<file path="config.mk">
export PLATFORM = sky130hd
export DESIGN_NAME = adcsq_csr
export DESIGN_NICKNAME = d
export VERILOG_FILES = /design/src/rtl/adcsq_pkg.sv /design/src/rtl/adcsq_csr.sv
export SDC_FILE = /design/constraint.sdc
export NUM_CORES = 2
export LEC_CHECK = 0
export ABC_AREA = 1
export BUFFER_PORTS_ARGS = -buffer_cell sky130_fd_sc_hd__buf_2
export CAP_MARGIN = 0
export CORE_AREA = 2 2 250 252
export CTS_CLUSTER_DIAMETER = 200
export DETAILED_ROUTE_END_ITERATION = 10
export DIE_AREA = 0 0 252 254
export PLACE_DENSITY = 0.82
export SLEW_MARGIN = 20
export SYNTH_ARGS = -nofsm -noshare
export SYNTH_HDL_FRONTEND = slang
export SYNTH_SLANG_ARGS = --single-unit
</file>
<file path="constraint.sdc">
create_clock -name clk_sys -period 27 [get_ports clk_sys]
set_input_delay 0 -clock clk_sys [delete_from_list [all_inputs] [get_ports clk_sys]]
set_output_delay 0 -clock clk_sys [all_outputs]
set_load 0.005 [all_outputs]
</file>
<file path="src/rtl/adcsq_pkg.sv">
package adcsq_pkg;

	// ==========================================================
	// Register offsets (word addresses)
	localparam logic        SEQ_CMD_OFS      = 1'h0;
	localparam logic [6:0]  STORE_SLOT_LAST  = 7'h3F;
	localparam logic [6:0]  STORE_IER_OFS    = 7'h40;
	localparam logic [6:0]  STORE_ISR_OFS    = 7'h41;

	// ==========================================================
	// Field positions
	localparam int          CMD_RUN_BIT      = 0;
	localparam int          CMD_MODE_LSB     = 1;
	localparam int          CMD_MODE_MSB     = 3;
	localparam int          IRQ_DONE_BIT     = 0;
	localparam int          FIRST_LSB        = 0;
	localparam int          SECOND_LSB       = 16;
	localparam int          SAMPLE_W         = 12;

	// ==========================================================
	// Reset values
	localparam logic        RUN_RST          = 1'h0;
	localparam logic [2:0]  MODE_RST         = 3'h0;
	localparam logic        DONE_EN_RST      = 1'h1;
	localparam logic        DONE_FLAG_RST    = 1'h0;
	localparam logic [31:0] RDATA_RST        = 32'h0;

	// ==========================================================
	// Mode codes
	localparam logic [2:0]  MODE_CONT        = 3'h0;
	localparam logic [2:0]  MODE_SINGLE      = 3'h1;
	localparam logic [2:0]  MODE_RECAL       = 3'h7;

	// ==========================================================
	// Types
	typedef enum logic [1:0] {
		ADCSQ_IDLE,
		ADCSQ_CONV,
		ADCSQ_CAL
	} adcsq_state_t;

	typedef struct packed {
		logic        read;
		logic        write;
		logic [6:0]  address;
		logic [31:0] writedata;
	} adcsq_req_t;

	typedef struct packed {
		logic        valid;
		logic        last;
		logic [5:0]  slot;
		logic [11:0] second;
		logic [11:0] first;
	} adcsq_result_t;

endpackage : adcsq_pkg

</file>
<file path="src/rtl/adcsq_csr.sv">
module adcsq_csr
	import adcsq_pkg::*;
#(
	parameter int  SLOT_COUNT = 64,
	parameter bit  DUAL       = 1'b0
) (
	// Clock and reset
	input  wire logic          clk_sys,
	input  wire logic          rst,
	// Sequencer register port
	input  wire adcsq_req_t    seq_req,
	output logic [31:0]        seq_readdata,
	// Sample store register port
	input  wire adcsq_req_t    store_req,
	output logic [31:0]        store_readdata,
	// Converter side
	input  wire adcsq_result_t result,
	input  wire logic          cal_done,
	output logic               conv_run,
	output logic [2:0]         conv_mode,
	// Interrupt
	output logic               irq
);

	// ==========================================================
	// Elaboration checks
	// The slot index is six bits wide, so more than 64 cannot be served
	if (SLOT_COUNT < 1 || SLOT_COUNT > 64) begin : g_bad_count
		$error("SLOT_COUNT must lie in 1..64");
	end

	// Slot word formatting, upper and gap bits zero
	function automatic logic [31:0] slot_word(
		input logic [11:0] first_v,
		input logic [11:0] second_v
	);
		logic [31:0] w;
		w = 32'h0;
		w[FIRST_LSB +: SAMPLE_W] = first_v;
		if (DUAL)
			w[SECOND_LSB +: SAMPLE_W] = second_v;
		return w;
	endfunction : slot_word

	// ==========================================================
	// Sequencer
	adcsq_state_t state_reg, state_next;
	logic         run_reg, run_next;
	logic         stop_req_reg, stop_req_next;
	logic [2:0]   mode_reg, mode_next;
	logic [31:0]  seq_rd_reg, seq_rd_next;
	logic         seq_wr;
	logic         seq_done;

	assign seq_wr   = seq_req.write && seq_req.address[0] == SEQ_CMD_OFS;
	assign seq_done = result.valid && result.last;

	// Next state of the sequencer and its command register
	always_comb begin
		state_next    = state_reg;
		run_next      = run_reg;
		stop_req_next = stop_req_reg;
		mode_next     = mode_reg;
		seq_rd_next   = RDATA_RST;
		if (seq_wr) begin
			// Mode only accepted while stopped
			if (!run_reg)
				mode_next = seq_req.writedata[CMD_MODE_MSB:CMD_MODE_LSB];
			if (seq_req.writedata[CMD_RUN_BIT] && !run_reg) begin
				run_next      = 1'b1;
				stop_req_next = 1'b0;
			end else if (!seq_req.writedata[CMD_RUN_BIT] && run_reg)
				stop_req_next = 1'b1;
			else if (seq_req.writedata[CMD_RUN_BIT])
				stop_req_next = 1'b0;
		end
		unique case (state_reg)
			ADCSQ_IDLE: begin
				if (run_reg)
					state_next = (mode_reg == MODE_RECAL) ?
						ADCSQ_CAL : ADCSQ_CONV;
			end
			ADCSQ_CONV: begin
				// Stop only lands on a sequence boundary
				if (seq_done && (stop_req_reg || stop_req_next ||
						mode_reg == MODE_SINGLE)) begin
					state_next    = ADCSQ_IDLE;
					run_next      = 1'b0;
					stop_req_next = 1'b0;
				end
			end
			ADCSQ_CAL: begin
				// Recalibration always runs to completion
				if (cal_done) begin
					state_next    = ADCSQ_IDLE;
					run_next      = 1'b0;
					stop_req_next = 1'b0;
				end
			end
			// Unused state code falls back to idle
			default: state_next = ADCSQ_IDLE;
		endcase
		if (seq_req.read && seq_req.address[0] == SEQ_CMD_OFS) begin
			seq_rd_next[CMD_RUN_BIT] = run_reg;
			seq_rd_next[CMD_MODE_MSB:CMD_MODE_LSB] = mode_reg;
		end
	end

	// Sequencer registers
	always_ff @(posedge clk_sys or posedge rst) begin
		if (rst) begin
			state_reg    <= ADCSQ_IDLE;
			run_reg      <= RUN_RST;
			stop_req_reg <= 1'b0;
			mode_reg     <= MODE_RST;
			seq_rd_reg   <= RDATA_RST;
		end else begin
			state_reg    <= state_next;
			run_reg      <= run_next;
			stop_req_reg <= stop_req_next;
			mode_reg     <= mode_next;
			seq_rd_reg   <= seq_rd_next;
		end
	end

	// ==========================================================
	// Sample storage
	logic [11:0] first_reg  [SLOT_COUNT];
	logic [11:0] second_reg [SLOT_COUNT];
	logic        store_en;

	// Results are taken only while a conversion sequence runs
	assign store_en = result.valid && state_reg == ADCSQ_CONV;

	// Every finished sequence overwrites its slots
	generate
		for (genvar s = 0; s < SLOT_COUNT; s++) begin : g_slot
			logic [11:0] first_next, second_next;
			always_comb begin
				first_next  = first_reg[s];
				second_next = second_reg[s];
				if (store_en && result.slot == 6'(s)) begin
					first_next  = result.first;
					second_next = DUAL ? result.second : 12'h000;
				end
			end
			always_ff @(posedge clk_sys or posedge rst) begin
				if (rst) begin
					first_reg[s]  <= 12'h000;
					second_reg[s] <= 12'h000;
				end else begin
					first_reg[s]  <= first_next;
					second_reg[s] <= second_next;
				end
			end
		end
	endgenerate

	// ==========================================================
	// Interrupt enable, status and store read port
	logic        done_en_reg, done_en_next;
	logic        done_flag_reg, done_flag_next;
	logic        irq_reg, irq_next;
	logic [31:0] store_rd_reg, store_rd_next;
	logic        done_set;

	// Packet complete: the last slot of a sequence was written
	assign done_set = store_en && result.last;

	// Next values of enable, flag, interrupt and read data
	always_comb begin
		done_en_next   = done_en_reg;
		done_flag_next = done_flag_reg;
		store_rd_next  = RDATA_RST;
		if (store_req.write && store_req.address == STORE_IER_OFS)
			done_en_next = store_req.writedata[IRQ_DONE_BIT];
		if (store_req.write && store_req.address == STORE_ISR_OFS &&
				store_req.writedata[IRQ_DONE_BIT])
			done_flag_next = 1'b0;
		// Setting beats a same-cycle clear so no packet is missed
		if (done_set)
			done_flag_next = 1'b1;
		irq_next = done_flag_next && done_en_next;
		if (store_req.read) begin
			if (store_req.address <= STORE_SLOT_LAST) begin
				if (store_req.address < 7'(SLOT_COUNT))
					store_rd_next = slot_word(
						first_reg[store_req.address[5:0]],
						second_reg[store_req.address[5:0]]);
			end else if (store_req.address == STORE_IER_OFS)
				store_rd_next[IRQ_DONE_BIT] = done_en_reg;
			else if (store_req.address == STORE_ISR_OFS)
				store_rd_next[IRQ_DONE_BIT] = done_flag_reg;
		end
	end

	// Interrupt and read data registers
	always_ff @(posedge clk_sys or posedge rst) begin
		if (rst) begin
			done_en_reg   <= DONE_EN_RST;
			done_flag_reg <= DONE_FLAG_RST;
			irq_reg       <= 1'b0;
			store_rd_reg  <= RDATA_RST;
		end else begin
			done_en_reg   <= done_en_next;
			done_flag_reg <= done_flag_next;
			irq_reg       <= irq_next;
			store_rd_reg  <= store_rd_next;
		end
	end

	// ==========================================================
	// Outputs, all straight from flip-flops
	assign seq_readdata   = seq_rd_reg;
	assign store_readdata = store_rd_reg;
	assign conv_run       = run_reg;
	assign conv_mode      = mode_reg;
	assign irq            = irq_reg;

endmodule : adcsq_csr

</file>
# Word-level counts from Yosys, hierarchy flattened
# Index checks and enable logic that the tools add are counted.
# W data, S select, Z words.
# classes
add_sub_neg	0
mul	0
n_div	0
order_cmp	3
n_eq_ne	72
shifts	0
muxes	30
bitwise	3
n_reduce_logical	84
# ops
operator	count
$eq A6 B6 Y1 const B	32
$eq A6 B5 Y1 const B	16
$logic_and A1 B1 Y1	76
$bmux W12 S6	1
$eq A6 B4 Y1 const B	8
$mux W12	3
$mux W32	1
$mux W31	1
$eq A6 B3 Y1 const B	4
$mux W1	16
$eq A7 B7 Y1 const B	2
$eq A6 B2 Y1 const B	2
$mux W2	4
$ge A7 B7 Y1 const B	1
$le A7 B6 Y1 const B	1
$lt A7 B7 Y1 const B	1
$not A6 Y7	1
$eq A6 B1 Y1 const B	1
$logic_not A6 Y1	1
$ne A2 B2 Y1 const B	3
$pmux W2 S3	1
$mux W4	1
$pmux W1 S2	2
$eq A3 B1 Y1 const B	1
9 further kinds	12
# totals
regBits	814
latchBits	0
mem_bits_rw	0
mem_bits_ro	0
in_bits	117
output_inout_bits	69
elab_cells	265
n_memories	0

# Logic depth before layout (Yosys ltp)
# logic_depth
depth_word	10
mapped_depth	15
ltp_nobuf	13

# Worst setup path after synthesis
# No wires, ideal clock.
# synth_path
path_type	reg2reg
from	register state_reg[1]
to	register first_reg[600] (netlist bit)
setup_ps	133
t_arrival_ps	1658
t_required_ps	26867
setup_slack_ps	25209
stages_incl_launch_ff	10
path_buffers	2
period_less_slack_ps	1791
cell_sequence	dfrtp_1 > inv_1 > ha_1 > nand2_2 > nor3_4 > buf_4 > nand2_1 > clkbuf_1 > nand2_1 > o21ai_0
# synth_via
elab_chain_len	3
# synth_rtl
item	line	text
start, declared	adcsq_csr.sv:47	adcsq_state_t state_reg, state_next;
start signal, assigned	adcsq_csr.sv:118	state_reg <= state_next;
$eq A2 B1 Y1	adcsq_csr.sv:133	assign store_en = result.valid && state_reg == ADCSQ_CONV;
$logic_and A1 B1 Y1	adcsq_csr.sv:133	
$logic_and A1 B1 Y1	adcsq_csr.sv:142	if (store_en && result.slot == 6'(s)) begin
end signal, assigned by index	adcsq_csr.sv:152	first_reg[s] <= first_next;
end, declared	adcsq_csr.sv:128	logic [11:0] first_reg [SLOT_COUNT];
# No other way between the ends.
# A chain may end at the register's enable or synchronous reset.

# Worst setup path after layout
# layout_path
from	input port store_req[33] (netlist bit)
to	register store_rd_reg[0] (netlist: store_readdata[0])
# layout_via
elab_chain_len	7
word_cells_on_any_way	13
classes_between	order compare: 2; eq/ne: 2; mux: 8; bitwise: 1
# layout_rtl
item	line	text
start, declared	adcsq_csr.sv:14	input wire adcsq_req_t store_req,
$not A6 Y7	--	
$bmux W12 S6	adcsq_csr.sv:188	first_reg[store_req.address[5:0]],
$mux W12 (implied by the code) (2 in series)	adcsq_csr.sv:188	
$mux W12	adcsq_csr.sv:186	if (store_req.address < 7'(SLOT_COUNT))
$mux W1 *	adcsq_csr.sv:185	if (store_req.address <= STORE_SLOT_LAST) begin
$mux W32 *	adcsq_csr.sv:184	if (store_req.read) begin
net store_rd_next[0]	adcsq_csr.sv:164	logic [31:0] store_rd_reg, store_rd_next;
end signal, assigned	adcsq_csr.sv:208	store_rd_reg <= store_rd_next;
end, declared	adcsq_csr.sv:164	
# The timed path passes the listed nets; every way through them passes the cells marked *. The select of a mux whose other input is x is not followed.

==> reports/results.txt <==
Synth Area in Compound Gates - 15.16%
Non-filler cells, final - 5186
Total power - 2.887 mW
Final GP Congestion - 0.8660
Routed WL - 100300 um
Final instance area - 39300 um^2
Post-synthesis mux area share - 0%
Worst setup margin - 23380 ps
Synthesized area - 36380 um^2
Std-Cell Rows - 91
Fin util - 64.16%
Final setup TNS - 0 ps
Reg2reg start - state_reg[1]
Largest family of logic cells by synthesized area - simple AND/OR/NAND/NOR gates
Area leader, netlist - dfrtp_1
Tcrit/Tclk final - 13.40%
H-tree Lvls - 3
Setup Skew - 20.61 ps
TritonCTS buffer count - 81
Area post-placement - 36210 um^2
Max-slew headroom - 23.10%
Syn-to-layout area delta - 8.031%
Final hold viol count - 0
Worst slack, placed - 23220 ps
Post-DRT Antenna Nets - 0
Top post-synthesis cells by area - dfrtp_1, nand2_1, o21ai_0
Height of the die - 254 um
F_max - 276.4 MHz
Clk sinks - 794
Chip width - 252 um
Vias per cell - 5.900
Post-synth cell types - 34
Setup crit end kind - flop
Synth Instances - 4464
Initial antenna violation count - 0
Vias in the first global route - 29170
DR iter-0 viols - 3495
Buffers on Ports - 60
Fin crit period - 3618 ps
CTS tree - built
Clock slew at reported path FFs - 60 ps
Number of flip-flops in the largest register - 768
Post-Synth Adder-Cell Area - 0.1032%
Die ar. - 64010 um^2
Number of gates resized after CTS - 0
Final setup violation count - 0
Share of cells above drive strength 1 - 6.803%
YS warnings - 0
Crit path required time - 27560 ps
Worst setup path startpoint - store_req[33]
Pwr/cell area - 73.45 nW/um^2
Fin Hold WS - 50.14 ps
Leakage - 18.49 nW
Gr ovfl total - 0
Sequential share of the synthesized area - 54.62%
Syn_area_per_cell - 8.149 um^2
DP HPWL - 55470 um
Flops & latches, synth - 794
Nets - 4454
Outcome - finished, final reports clean
Gr usage total - 31.92%
First-pass GRT wire length - 159500 um
Worst skew pair latency - 630 ps
Post-CTS Hold Buffers - 28
I/O pin count - 186
Worst hold path class - input port to asynchronous set/reset pin
Max FO, Critical Path - 53
Post-CTS setup buffer count - 0
CORE AREA - 61260 um^2
Simple-Gate Fraction of Synth Area - 22.77%
Unrepaired setup endpoints after global routing - no
Post-synthesis xor/xnor area fraction - 0%
Wire per inst - 19.34 um
Number of max-cap violations - 0
Post-synth top area share - 54.55%
Worst Path Arrival - 4180 ps
Slew @ Worst Pin - 1152 ps
Root buf cell - clkbuf_16
1st-pass router iterations - 6
VDD IR max - 0.05225 mV
Starting Density - 59.39%
Residual DRC count - 0
Pin count of the biggest net entering global routing - 180
WS Path Type - input port to flop
Final Max Slew Viols - 0
Via count - 30600
Dpl cells - 5012
CTS max path bufs - 3
CP Launch Type - input port
==> Yosys cell counts, drive strengths merged <==
cell	n
nand2	1554
o21ai	873
dfrtp	793
nor2	244
clkbuf	200
nand3	192
buf	191
inv	169
a21oi	85
o211ai	62
a31oi	37
nand4	37
clkinv	12
nor3	5
ha	3
nand3b	2
a22oi	1
conb	1
dfstp	1
o21a	1
o31ai	1
==> power breakdown <==
part	internal, mW	switching [mW]	leakage, nW
clock	0.690	0.466	1.38
combinational	0.113	0.227	6.18
sequential	1.32	0.0698	10.9
total	2.12	0.762	18.5
==> worst max-delay path: stages <==
cell and delay [ps]:
buf_4 280, buf_4 440, nor2_4 530, buf_4 550, buf_4 660, nand2_1 130
nand4_1 120, nand3_1 120, nand2_1 190, nand3_1 250, nand3_1 170, nand2_1 50
dlygate4sd3_1 540, inv_1 60
==> cells by family (layout without fill, tap and decap cells) <==
family          Yosys count  after routing
compound gates         1060           1060
buf+inv                 572            456
fa+ha+maj                 3              3
simple gates           2034           2034
flops                   794            794
other cells               1             49
==> path summary, 6_finish.rpt <==
kind | endpoint | slack [ps] | cells past startpoint
min in group clk_sys | first_reg[122] | 100 | 4
hold / removal | first_reg[731] | 50 | 3
setup reg to reg | first_reg[718] | 23970 | 6
hold reg to reg | first_reg[393] | 480 | 2
max in group asynchronous | store_readdata[3] | 24850 | 5
setup / recovery | store_readdata[0] | 23380 | 14
==> routing by layer <==
layer  part of all wire, %  track usage (%)  vias to the layer above  wire [um]
li1                      -                -                    14110          -
met1                    39            42.08                    14650      39190
met2                    46            51.15                     1509      46590
met3                   8.9            5.388                      323       8929
met4                   5.6            16.72                        0       5603
met5                     0                0                        -          0
==> layout make-up <==
type	count	area [um^2]
antenna	1	2.502
multi-input combinational	3145	14030
fill	4980	21960
sequential	794	19870
inverter	181	693.2
timing repair buffer	131	952.2
clock buffer	124	2521
tap	790	988.4
clock inverter	20	245.2
==> layout by cell type (no fill, tap or decap), types with 2 or more instances in the layout <==
cell	netlist	layout
nand2_2	8	8
o21ai_1	25	25
nor2_4	1	3
inv_6	0	4
a31oi_1	37	37
a21oi_1	85	85
nor2_1	242	241
inv_1	165	163
nand3b_1	2	2
buf_4	59	40
clkbuf_8	0	29
ha_1	3	3
nor3_4	4	4
dlygate4sd3_1	0	28
clkbuf_1	175	12
o21ai_0	848	848
clkbuf_16	0	83
dfrtp_1	793	793
buf_2	101	58
nand3_1	192	192
conb_1	1	48
inv_8	0	2
clkinv_2	0	11
nand2_4	30	30
buf_6	14	3
nand2_1	1516	1516
bufinv_16	0	5
o211ai_1	62	62
inv_2	4	15
nand4_1	37	37
No activity file was read; power rests on OpenSTA's default activity.
